`src/verilog/rmon_pkg.sv`:
```
// Package: register map, field positions and types of the regulator monitor
package rmon_pkg;
  // Register indices (printed offsets are not word multiples); byte address = 4 * index
  localparam logic [11:0] IDX_TEMP_CTRL = 12'h2f0;
  localparam logic [11:0] IDX_LV_CTRL = 12'h2f1;
  localparam logic [11:0] IDX_PER_CTRL = 12'h2f2;
  localparam logic [11:0] IDX_PER_TRIM = 12'h2f3;
  localparam logic [11:0] IDX_RATE_HI = 12'h2f4;
  localparam logic [11:0] IDX_RATE_LO = 12'h2f5;
  localparam logic [11:0] IDX_RSVD = 12'h2f6;
  localparam logic [11:0] IDX_TEMP_TRIM = 12'h2f7;
  // Extra registers: mode/event status and interrupt mask
  localparam logic [11:0] IDX_EVT_STATUS = 12'h2f8;
  localparam logic [11:0] IDX_EVT_MASK = 12'h2f9;
  // Field positions
  localparam int FLAG_BIT = 0;
  localparam int IRQEN_BIT = 1;
  localparam int STATUS_BIT = 2;
  localparam int SENSE_EN_BIT = 3;
  localparam int ROUTE_EN_BIT = 4;
  localparam int SRC_SEL_BIT = 5;
  localparam int TEST_LO_BIT = 6;
  localparam int TEST_HI_BIT = 7;
  // Reset values
  localparam logic [7:0] TEMP_CTRL_RESET = 8'h10;
  localparam logic [7:0] LV_CTRL_RESET = 8'h00;
  localparam logic [7:0] PER_CTRL_RESET = 8'h00;
  localparam logic [7:0] PER_TRIM_RESET = 8'h00;
  localparam logic [7:0] RATE_RESET = 8'h00;
  localparam logic [7:0] TEMP_TRIM_RESET = 8'h00;
  localparam logic [1:0] EVT_MASK_RESET = 2'h3;
  // Writable masks for the plain storage registers
  localparam logic [7:0] PER_CTRL_WMASK = 8'h9f;
  localparam logic [7:0] PER_TRIM_WMASK = 8'hfc;
  localparam logic [7:0] TEMP_TRIM_WMASK = 8'h8f;

  typedef enum logic [1:0] {MODE_FULL, MODE_REDUCED, MODE_SHUTDOWN} rmon_mode_t;

  // Analog comparator levels
  typedef struct packed {
    logic overTemp;
    logic underVoltage;
  } rmon_cmp_t;

  // Analog routing to the converter channel
  typedef struct packed {
    logic voltageRouteEnable;
    logic voltageSourceSelect;
    logic tempSenseEnable;
  } rmon_route_t;
endpackage

```
`src/verilog/rmon_regs.sv`:
```
// Regulator monitor register bank with APB slave and event flags
//
// Contract
// - temperature status read-only, live only in full mode
// - temperature status change sets temperature flag
// - flags clear only by writing one
// - temperature flag and enable raise request
// - reduced power keeps temperature flag
// - sense enable bit switches sensing on
// - source select picks proportional or bandgap
// - route enable connects selected voltage
// - test bits writable only in test mode
// - undervoltage status read-only, live only full mode
// - undervoltage status change sets its flag
// - undervoltage flag and enable raise request
// - reduced power keeps undervoltage flag
// - detectors disabled in reduced power, shutdown
// - shutdown while regulator enable input low
`timescale 1ns/1ps
module rmon_regs (
  // Clock and reset
  input wire logic clk,
  input wire logic srst,
  // APB slave
  input wire logic psel,
  input wire logic penable,
  input wire logic pwrite,
  input wire logic [15:0] paddr,
  input wire logic [31:0] pwdata,
  input wire logic [3:0] pstrb,
  output logic [31:0] prdata,
  output logic pready,
  output logic pslverr,
  // Device context (asynchronous pins)
  input wire logic regulator_enable_input,
  input wire logic stopMode,
  input wire logic testMode,
  input wire rmon_pkg::rmon_cmp_t cmpRaw,
  // Analog control
  output rmon_pkg::rmon_route_t route,
  output logic [1:0] detectorEnable,
  // Interrupts
  output logic overTempIrq,
  output logic underVoltageIrq,
  output logic irq
);

  // Two-stage synchronisers for pins and comparators
  logic [4:0] sync1;
  logic [4:0] sync2;
  always_ff @(posedge clk) begin
    if (srst) begin
      sync1 <= 5'h00;
      sync2 <= 5'h00;
    end else begin
      sync1 <= {regulator_enable_input, stopMode, testMode, cmpRaw.overTemp,
        cmpRaw.underVoltage};
      sync2 <= sync1;
    end
  end

  logic regEnS;
  logic stopS;
  logic testS;
  logic overTempS;
  logic underVoltS;
  assign regEnS = sync2[4];
  assign stopS = sync2[3];
  assign testS = sync2[2];
  assign overTempS = sync2[1];
  assign underVoltS = sync2[0];

  // Operating mode
  rmon_pkg::rmon_mode_t mode;
  always_comb begin
    if (!regEnS) begin
      mode = rmon_pkg::MODE_SHUTDOWN;
    end else if (stopS) begin
      mode = rmon_pkg::MODE_REDUCED;
    end else begin
      mode = rmon_pkg::MODE_FULL;
    end
  end

  logic fullMode;
  assign fullMode = (mode == rmon_pkg::MODE_FULL);

  // Control storage
  logic [7:0] tempCtrl;
  logic lvIrqEnable;
  logic [7:0] perCtrl;
  logic [7:0] perTrim;
  logic [7:0] rateHi;
  logic [7:0] rateLo;
  logic [7:0] tempTrim;
  logic [1:0] evtMask;
  logic overTempFlag;
  logic underVoltageFlag;
  logic overTempStatus;
  logic underVoltageStatus;
  logic prevOverTemp;
  logic prevUnderVolt;

  // APB decode: one-wait-free access, byte address = 4 * index
  logic access;
  logic wrEn;
  logic addrOk;
  logic [11:0] regIdx;
  logic [7:0] wByte;
  assign access = psel && penable;
  assign regIdx = paddr[13:2];
  assign addrOk = (paddr[1:0] == 2'h0) && (paddr[15:14] == 2'h0)
    && (regIdx >= rmon_pkg::IDX_TEMP_CTRL) && (regIdx <= rmon_pkg::IDX_EVT_MASK)
    && (regIdx != rmon_pkg::IDX_RSVD);
  assign wrEn = access && pwrite && addrOk && pstrb[0];
  assign wByte = pwdata[7:0];
  assign pready = 1'b1;
  // Reserved slot aborts, like any unmapped address
  assign pslverr = access && !addrOk;

  // Detector gating
  logic tempSenseOn;
  assign tempSenseOn = tempCtrl[rmon_pkg::SENSE_EN_BIT] && fullMode;
  assign detectorEnable = {tempSenseOn, fullMode};

  // Status bits driven from comparators only
  always_ff @(posedge clk) begin
    if (srst) begin
      overTempStatus <= 1'b0;
      underVoltageStatus <= 1'b0;
    end else begin
      overTempStatus <= overTempS && tempSenseOn;
      underVoltageStatus <= underVoltS && fullMode;
    end
  end

  always_ff @(posedge clk) begin
    if (srst) begin
      prevOverTemp <= 1'b0;
      prevUnderVolt <= 1'b0;
    end else begin
      prevOverTemp <= overTempStatus;
      prevUnderVolt <= underVoltageStatus;
    end
  end

  logic overTempChange;
  logic underVoltChange;
  assign overTempChange = overTempStatus ^ prevOverTemp;
  assign underVoltChange = underVoltageStatus ^ prevUnderVolt;

  logic clrOverTemp;
  logic clrUnderVolt;
  assign clrOverTemp = wrEn && (regIdx == rmon_pkg::IDX_TEMP_CTRL)
    && wByte[rmon_pkg::FLAG_BIT];
  assign clrUnderVolt = wrEn && (regIdx == rmon_pkg::IDX_LV_CTRL)
    && wByte[rmon_pkg::FLAG_BIT];

  // Flags: set wins over a clear in the same cycle so no edge is lost
  always_ff @(posedge clk) begin
    if (srst) begin
      overTempFlag <= 1'b0;
      underVoltageFlag <= 1'b0;
    end else begin
      if (overTempChange) begin
        overTempFlag <= 1'b1;
      end else if (clrOverTemp) begin
        overTempFlag <= 1'b0;
      end
      if (underVoltChange) begin
        underVoltageFlag <= 1'b1;
      end else if (clrUnderVolt) begin
        underVoltageFlag <= 1'b0;
      end
    end
  end

  // Control register writes
  always_ff @(posedge clk) begin
    if (srst) begin
      tempCtrl <= rmon_pkg::TEMP_CTRL_RESET;
      lvIrqEnable <= 1'b0;
      evtMask <= rmon_pkg::EVT_MASK_RESET;
    end else if (wrEn) begin
      case (regIdx)
        rmon_pkg::IDX_TEMP_CTRL: begin
          tempCtrl[rmon_pkg::SRC_SEL_BIT] <= wByte[rmon_pkg::SRC_SEL_BIT];
          tempCtrl[rmon_pkg::ROUTE_EN_BIT] <= wByte[rmon_pkg::ROUTE_EN_BIT];
          tempCtrl[rmon_pkg::SENSE_EN_BIT] <= wByte[rmon_pkg::SENSE_EN_BIT];
          tempCtrl[rmon_pkg::IRQEN_BIT] <= wByte[rmon_pkg::IRQEN_BIT];
          // test bits gated by test mode
          if (testS) begin
            tempCtrl[rmon_pkg::TEST_HI_BIT] <= wByte[rmon_pkg::TEST_HI_BIT];
            tempCtrl[rmon_pkg::TEST_LO_BIT] <= wByte[rmon_pkg::TEST_LO_BIT];
          end
        end
        rmon_pkg::IDX_LV_CTRL: begin
          lvIrqEnable <= wByte[rmon_pkg::IRQEN_BIT];
        end
        rmon_pkg::IDX_EVT_MASK: begin
          evtMask <= wByte[1:0];
        end
        default: begin
        end
      endcase
    end
  end

  // Storage-only registers for the periodic timer and trim
  always_ff @(posedge clk) begin
    if (srst) begin
      perCtrl <= rmon_pkg::PER_CTRL_RESET;
      perTrim <= rmon_pkg::PER_TRIM_RESET;
      rateHi <= rmon_pkg::RATE_RESET;
      rateLo <= rmon_pkg::RATE_RESET;
      tempTrim <= rmon_pkg::TEMP_TRIM_RESET;
    end else if (wrEn) begin
      case (regIdx)
        rmon_pkg::IDX_PER_CTRL: perCtrl <= wByte & rmon_pkg::PER_CTRL_WMASK;
        rmon_pkg::IDX_PER_TRIM: perTrim <= wByte & rmon_pkg::PER_TRIM_WMASK;
        rmon_pkg::IDX_RATE_HI: rateHi <= wByte;
        rmon_pkg::IDX_RATE_LO: rateLo <= wByte;
        rmon_pkg::IDX_TEMP_TRIM: tempTrim <= wByte & rmon_pkg::TEMP_TRIM_WMASK;
        default: begin
        end
      endcase
    end
  end

  // Read mux; bits 1:0 of event status are the live flags
  logic [7:0] rByte;
  always_comb begin
    rByte = 8'h00;
    case (regIdx)
      rmon_pkg::IDX_TEMP_CTRL: rByte = {tempCtrl[7:3], overTempStatus,
        tempCtrl[rmon_pkg::IRQEN_BIT], overTempFlag};
      rmon_pkg::IDX_LV_CTRL: rByte = {5'h00, underVoltageStatus, lvIrqEnable,
        underVoltageFlag};
      rmon_pkg::IDX_PER_CTRL: rByte = perCtrl;
      rmon_pkg::IDX_PER_TRIM: rByte = perTrim;
      rmon_pkg::IDX_RATE_HI: rByte = rateHi;
      rmon_pkg::IDX_RATE_LO: rByte = rateLo;
      rmon_pkg::IDX_TEMP_TRIM: rByte = tempTrim;
      rmon_pkg::IDX_EVT_STATUS: rByte = {4'h0, mode == rmon_pkg::MODE_SHUTDOWN,
        mode == rmon_pkg::MODE_REDUCED, underVoltageFlag, overTempFlag};
      rmon_pkg::IDX_EVT_MASK: rByte = {6'h00, evtMask};
      default: rByte = 8'h00;
    endcase
  end

  // Read data registered so it only changes on a taken read
  always_ff @(posedge clk) begin
    if (srst) begin
      prdata <= 32'h0000_0000;
    end else if (psel && !penable && !pwrite) begin
      prdata <= {24'h00_0000, rByte};
    end
  end

  // Analog route
  always_comb begin
    route.voltageSourceSelect = tempCtrl[rmon_pkg::SRC_SEL_BIT];
    route.voltageRouteEnable = tempCtrl[rmon_pkg::ROUTE_EN_BIT];
    route.tempSenseEnable = tempSenseOn;
  end

  assign overTempIrq = overTempFlag && tempCtrl[rmon_pkg::IRQEN_BIT];
  assign underVoltageIrq = underVoltageFlag && lvIrqEnable;
  assign irq = (overTempIrq && evtMask[0]) || (underVoltageIrq && evtMask[1]);

  a_flag_on_change: assert property (@(posedge clk) disable iff (srst)
    overTempChange |=> overTempFlag)
    else $error("temperature flag not set after change");
  a_lv_on_change: assert property (@(posedge clk) disable iff (srst)
    underVoltChange |=> underVoltageFlag)
    else $error("undervoltage flag not set after change");
  a_flag_sticky: assert property (@(posedge clk) disable iff (srst)
    (overTempFlag && !clrOverTemp) |=> overTempFlag)
    else $error("temperature flag dropped without clear");
  a_lv_clear: assert property (@(posedge clk) disable iff (srst)
    (clrUnderVolt && !underVoltChange) |=> !underVoltageFlag)
    else $error("undervoltage flag not cleared");
  a_ot_irq: assert property (@(posedge clk) disable iff (srst)
    (overTempChange && tempCtrl[rmon_pkg::IRQEN_BIT]
    && !(wrEn && regIdx == rmon_pkg::IDX_TEMP_CTRL)) |=> overTempIrq)
    else $error("temperature request mismatch");
  a_lv_irq: assert property (@(posedge clk) disable iff (srst)
    (underVoltChange && lvIrqEnable
    && !(wrEn && regIdx == rmon_pkg::IDX_LV_CTRL)) |=> underVoltageIrq)
    else $error("undervoltage request mismatch");
  a_status_low_mode: assert property (@(posedge clk) disable iff (srst)
    !fullMode |=> !underVoltageStatus && !overTempStatus)
    else $error("status set outside full mode");
  a_test_bits_locked: assert property (@(posedge clk) disable iff (srst)
    !testS |=> $stable(tempCtrl[7:6]))
    else $error("test bits changed outside test mode");
  a_shutdown_mode: assert property (@(posedge clk) disable iff (srst)
    !regEnS |-> mode == rmon_pkg::MODE_SHUTDOWN)
    else $error("not in shutdown while enable low");
  a_status_follow: assert property (@(posedge clk) disable iff (srst)
    fullMode && tempSenseOn && $stable(overTempS) |=> overTempStatus == $past(overTempS))
    else $error("temperature status does not follow detector");
  a_route_sel: assert property (@(posedge clk) disable iff (srst)
    (wrEn && regIdx == rmon_pkg::IDX_TEMP_CTRL)
    |=> route.voltageSourceSelect == $past(wByte[rmon_pkg::SRC_SEL_BIT]))
    else $error("source select mismatch");
  a_route_enable: assert property (@(posedge clk) disable iff (srst)
    (wrEn && regIdx == rmon_pkg::IDX_TEMP_CTRL)
    |=> route.voltageRouteEnable == $past(wByte[rmon_pkg::ROUTE_EN_BIT]))
    else $error("route enable mismatch");
  a_ot_irq_drop: assert property (@(posedge clk) disable iff (srst)
    (clrOverTemp && !overTempChange) |=> !overTempIrq)
    else $error("temperature request stayed after clear");
  a_lv_irq_drop: assert property (@(posedge clk) disable iff (srst)
    (wrEn && regIdx == rmon_pkg::IDX_LV_CTRL && !wByte[rmon_pkg::IRQEN_BIT])
    |=> !underVoltageIrq)
    else $error("undervoltage request stayed after disable");
  a_lv_sticky: assert property (@(posedge clk) disable iff (srst)
    (underVoltageFlag && !clrUnderVolt) |=> underVoltageFlag)
    else $error("undervoltage flag dropped without clear");
  a_ot_clear: assert property (@(posedge clk) disable iff (srst)
    (clrOverTemp && !overTempChange) |=> !overTempFlag)
    else $error("temperature flag not cleared");
  a_lv_follow: assert property (@(posedge clk) disable iff (srst)
    fullMode && $stable(underVoltS) |=> underVoltageStatus == $past(underVoltS))
    else $error("undervoltage status does not follow detector");
  a_detectors_off: assert property (@(posedge clk) disable iff (srst)
    !fullMode |-> detectorEnable == 2'h0)
    else $error("detector enabled outside full mode");
endmodule

```
`config.mk`:
```
export PLATFORM = sky130hd
export DESIGN_NAME = rmon_regs
export DESIGN_NICKNAME = d
export VERILOG_FILES = /design/src/verilog/rmon_pkg.sv /design/src/verilog/rmon_regs.sv
export SDC_FILE = /design/constraint.sdc
export NUM_CORES = 1
export LEC_CHECK = 0
export BUFFER_PORTS_ARGS = -buffer_cell sky130_fd_sc_hd__clkbuf_2
export CAP_MARGIN = 5
export CORE_ASPECT_RATIO = 0.9
export CORE_MARGIN = 4
export CORE_UTILIZATION = 55
export DETAILED_ROUTE_END_ITERATION = 16
export GPL_TIMING_DRIVEN = 0
export PLACE_DENSITY_LB_ADDON = 0.3
export REMOVE_ABC_BUFFERS = 1
export SYNTH_ARGS = -nofsm -noshare
export SYNTH_HDL_FRONTEND = slang
export SYNTH_SLANG_ARGS = --single-unit
export TNS_END_PERCENT = 30
```
`constraint.sdc`:
```
create_clock -name clk -period 3.5 [get_ports clk]
set_input_delay 0.7 -clock clk [delete_from_list [all_inputs] [get_ports clk]]
set_output_delay 0.7 -clock clk [all_outputs]
set_load 0.05 [all_outputs]
```
==> impl_metrics.py <==
metrics = {
    "layout": {
        "diodes": 0,
        "nNetsFinal": 450,
        "drive_gt1_frac": 0.216,
        "stdcell_count": 463,
        "utilization": 0.631,
        "area_growth_pct": 9.99,
        "finalInstanceArea_um2": 3640,
        "nFillCells": 495,
    },
    "synthesis": {
        "synth_edf_count": 0,
        "synth_common_cells": "dfxtp_1 (66), o21ai_0 (41), nand3b_1 (36)",
        "yosysTopAreaCell": "dfxtp_1",
        "yosysWarningCount": 0,
        "synth_top_area_share": 0.400,
        "synthDistinctLibCells": 58,
        "ys.flop_type": "dfxtp_1",
        "ys_top_cells_by_area": "dfxtp_1 (40%), nand3b_1 (8.2%), buf_4 (7.7%)",
        "yosysSeqAreaShare": 0.400,
        "synth.avg_cell_area_um2": 9.36,
        "ys_ff_latch": 66,
        "synthCells": 353,
        "syn_area_um2": 3310,
        "synthArstFlopShare": 0,
        "yosysMostFrequentCell": "dfxtp_1",
    },
    "floorplan": {
        "dieArea_um2": 7320,
        "rows": 26,
        "fp.dieW_um": 89.7,
        "io_pins": 104,
        "coreArea_um2": 5760,
        "initial_core_util": 0.574,
        "die_h_um": 81.5,
    },
    "power_and_ir_drop": {
        "p_leak_nw": 1.48,
        "pwr_density_cell_nw_per_um2": 454,
        "peakVddDrop_mv": 0.208,
        "power_mw": 1.65,
    },
    "routing": {
        "first_pass_iters": 5,
        "top_layer": "met4",
        "via_per_inst": 5.79,
        "drcViolationCount": 0,
        "route.met2.wl_mm": 3.46,
        "drt-initial-drc-count": 275,
        "ant_nets": 0,
        "met3_length_um": 605,
        "wire_per_inst_um": 16.5,
        "routed_wl_mm": 7.64,
        "m1WireLength_mm": 3.45,
        "dr_total_vias": 2679,
    },
    "sta": {
        "rsz0062_at_grt": "no",
        "timing.final.ws_setup_ns": 0.679,
        "layout_min_cycle_time_ns": 2.82,
        "max_clock_freq_mhz": 354,
        "skew_ns": 0.00700,
        "timing.final.crit_share": 0.806,
        "timing.max_slew.rel_slack": 0.247,
        "setup_viol": 0,
        "hold_viol_final": 0,
        "tightest_slew_ns": 1.13,
        "tns_ns": 0,
        "holdWs_ns": 0.437,
        "drv_slew": 0,
    },
    "placement": {
        "dp.cells": 447,
        "hpwlAfterDp_mm": 5.24,
        "dp_slack_ns": 0.487,
        "place.gp.congestion": 0.824,
        "placed_area_um2": 3410,
        "numPortBuffers": 51,
    },
    "global_routing": {
        "grt_pass1_wl_mm": 12.2,
        "antenna_found_initial": 0,
        "grt_usage": 0.211,
        "gr-total-overflow": 0,
        "grt_max_degree": 73,
        "grt_pass1_vias": 2513,
    },
    "setup_path": {
        "cp_cell_sequence": "clkbuf_2, and2b_1, a211oi_4, a21oi_1, clkbuf_2",
        "slowest_delay_ns": 0.49,
        "worstSetupStartpointType": "input pin",
        "end_kind": "primary output",
        "crit_type": "in -> out",
        "path_max_fanout": 19,
        "cp.required_ns": 2.80,
        "slowest_stage": "and2b_1",
        "arrival_ns": 2.12,
        "crit_top_cell": "clkbuf_2",
    },
    "clock_network": {
        "cts_resized": 0,
        "clock_latency_ns": 0.35,
        "cts.sinks": 66,
        "root_buffer": "clkbuf_8",
        "max-clock-path-buffers": 2,
        "postCtsHoldBufs": 0,
        "tritoncts": "built",
        "numCtsBuffers": 9,
        "clk_pin_slew_ns": 0.08,
        "post_cts_buffers": 0,
        "h-tree-depth": 3,
    },
    "outcome": {
        "outcome": "complete, no violations",
    },
    "hold_path": {
        "hold_path_class": "reg -> reg",
    },
    "job": {
        "drv_cap": 0,
    },
}
[power breakdown]
part           leakage (nW)  internal (mW)  switching [mW]
Sequential            0.534          0.756         0.00179
Combinational         0.836         0.0416           0.124
Clock                 0.106          0.407           0.320
[cells by family after synthesis]
family	share of synthesized area
buffers and inverters	0.0992
and+or+nand+nor	0.267
DFF	0.400
other	0.00227
xor gates and xnor gates	0.00530
AOI/OAI and AO/OA	0.171
muxes	0.0549
[layer usage]
| layer | vias up | global-route usage |
|---|---|---|
| li1 | 1293 | - |
| met1 | 1254 | 0.270 |
| met2 | 121 | 0.338 |
| met3 | 11 | 0.0540 |
| met4 | 0 | 0.0965 |
| met5 | - | 0 |
[registers in the layout, indices dropped and copies added (netlist names), 2 cells and up]
signal,flops
evtMask,2
perCtrl,6
perTrim,6
prdata,8
rateHi,8
rateLo,8
sync1,5
sync2,5
tempCtrl,6
tempTrim,5
[area by class of cell]
class | instances | area, um2 | share of cell area
Multi-Input combinational cell | 259 | 1740 | 0.479
Sequential cell | 66 | 1320 | 0.363
Timing Repair Buffer | 51 | 255 | 0.0702
Clock buffer | 9 | 124 | 0.0341
Clock inverter | 7 | 101 | 0.0279
Tap cell | 70 | 87.6 | 0.0241
Inverter | 1 | 3.75 | 0.00103
[critical path: cells and delay by family]
| family | cells | cell delay, ns |
|---|---|---|
| simple gates | 1 | 0.49 |
| compound gates | 2 | 0.31 |
| buf+inv | 2 | 0.62 |
[final timing paths]
path,depth (start not counted),end,slack (ns),from
max,5,pslverr,0.68,paddr[4]
min reg2reg,1,sync2[1]$_SDFF_PP0_,0.44,sync1[1]$_SDFF_PP0_
min,1,sync2[1]$_SDFF_PP0_,0.44,sync1[1]$_SDFF_PP0_
max reg2reg,5,prdata[1]$_SDFFE_PP0P_,2.19,underVoltageFlag$_SDFFE_PP0P_
[layout by cell type (no fill, tap or decap), types with 2 or more instances in the layout]
master       n
a22o_1       7
nand3b_1    36
nor2_2       2
nor2b_1     15
a32oi_1      4
clkbuf_8     9
nand4_1      6
a31oi_1      2
a21o_1       2
a22oi_1      6
conb_1      25
o32a_1       2
or2_2        3
dfxtp_1     66
and3_1       2
clkbuf_2    51
xor2_1       2
o21ai_0     41
and2_1       6
a21oi_1      4
a211oi_1     2
nand2b_1    17
inv_6        2
bufinv_16    2
nand2_1      8
clkinvlp_4   2
nor2_1      16
mux2i_1     17
nand3_1      5
Note: power is estimated with default switching activity, not from simulation.
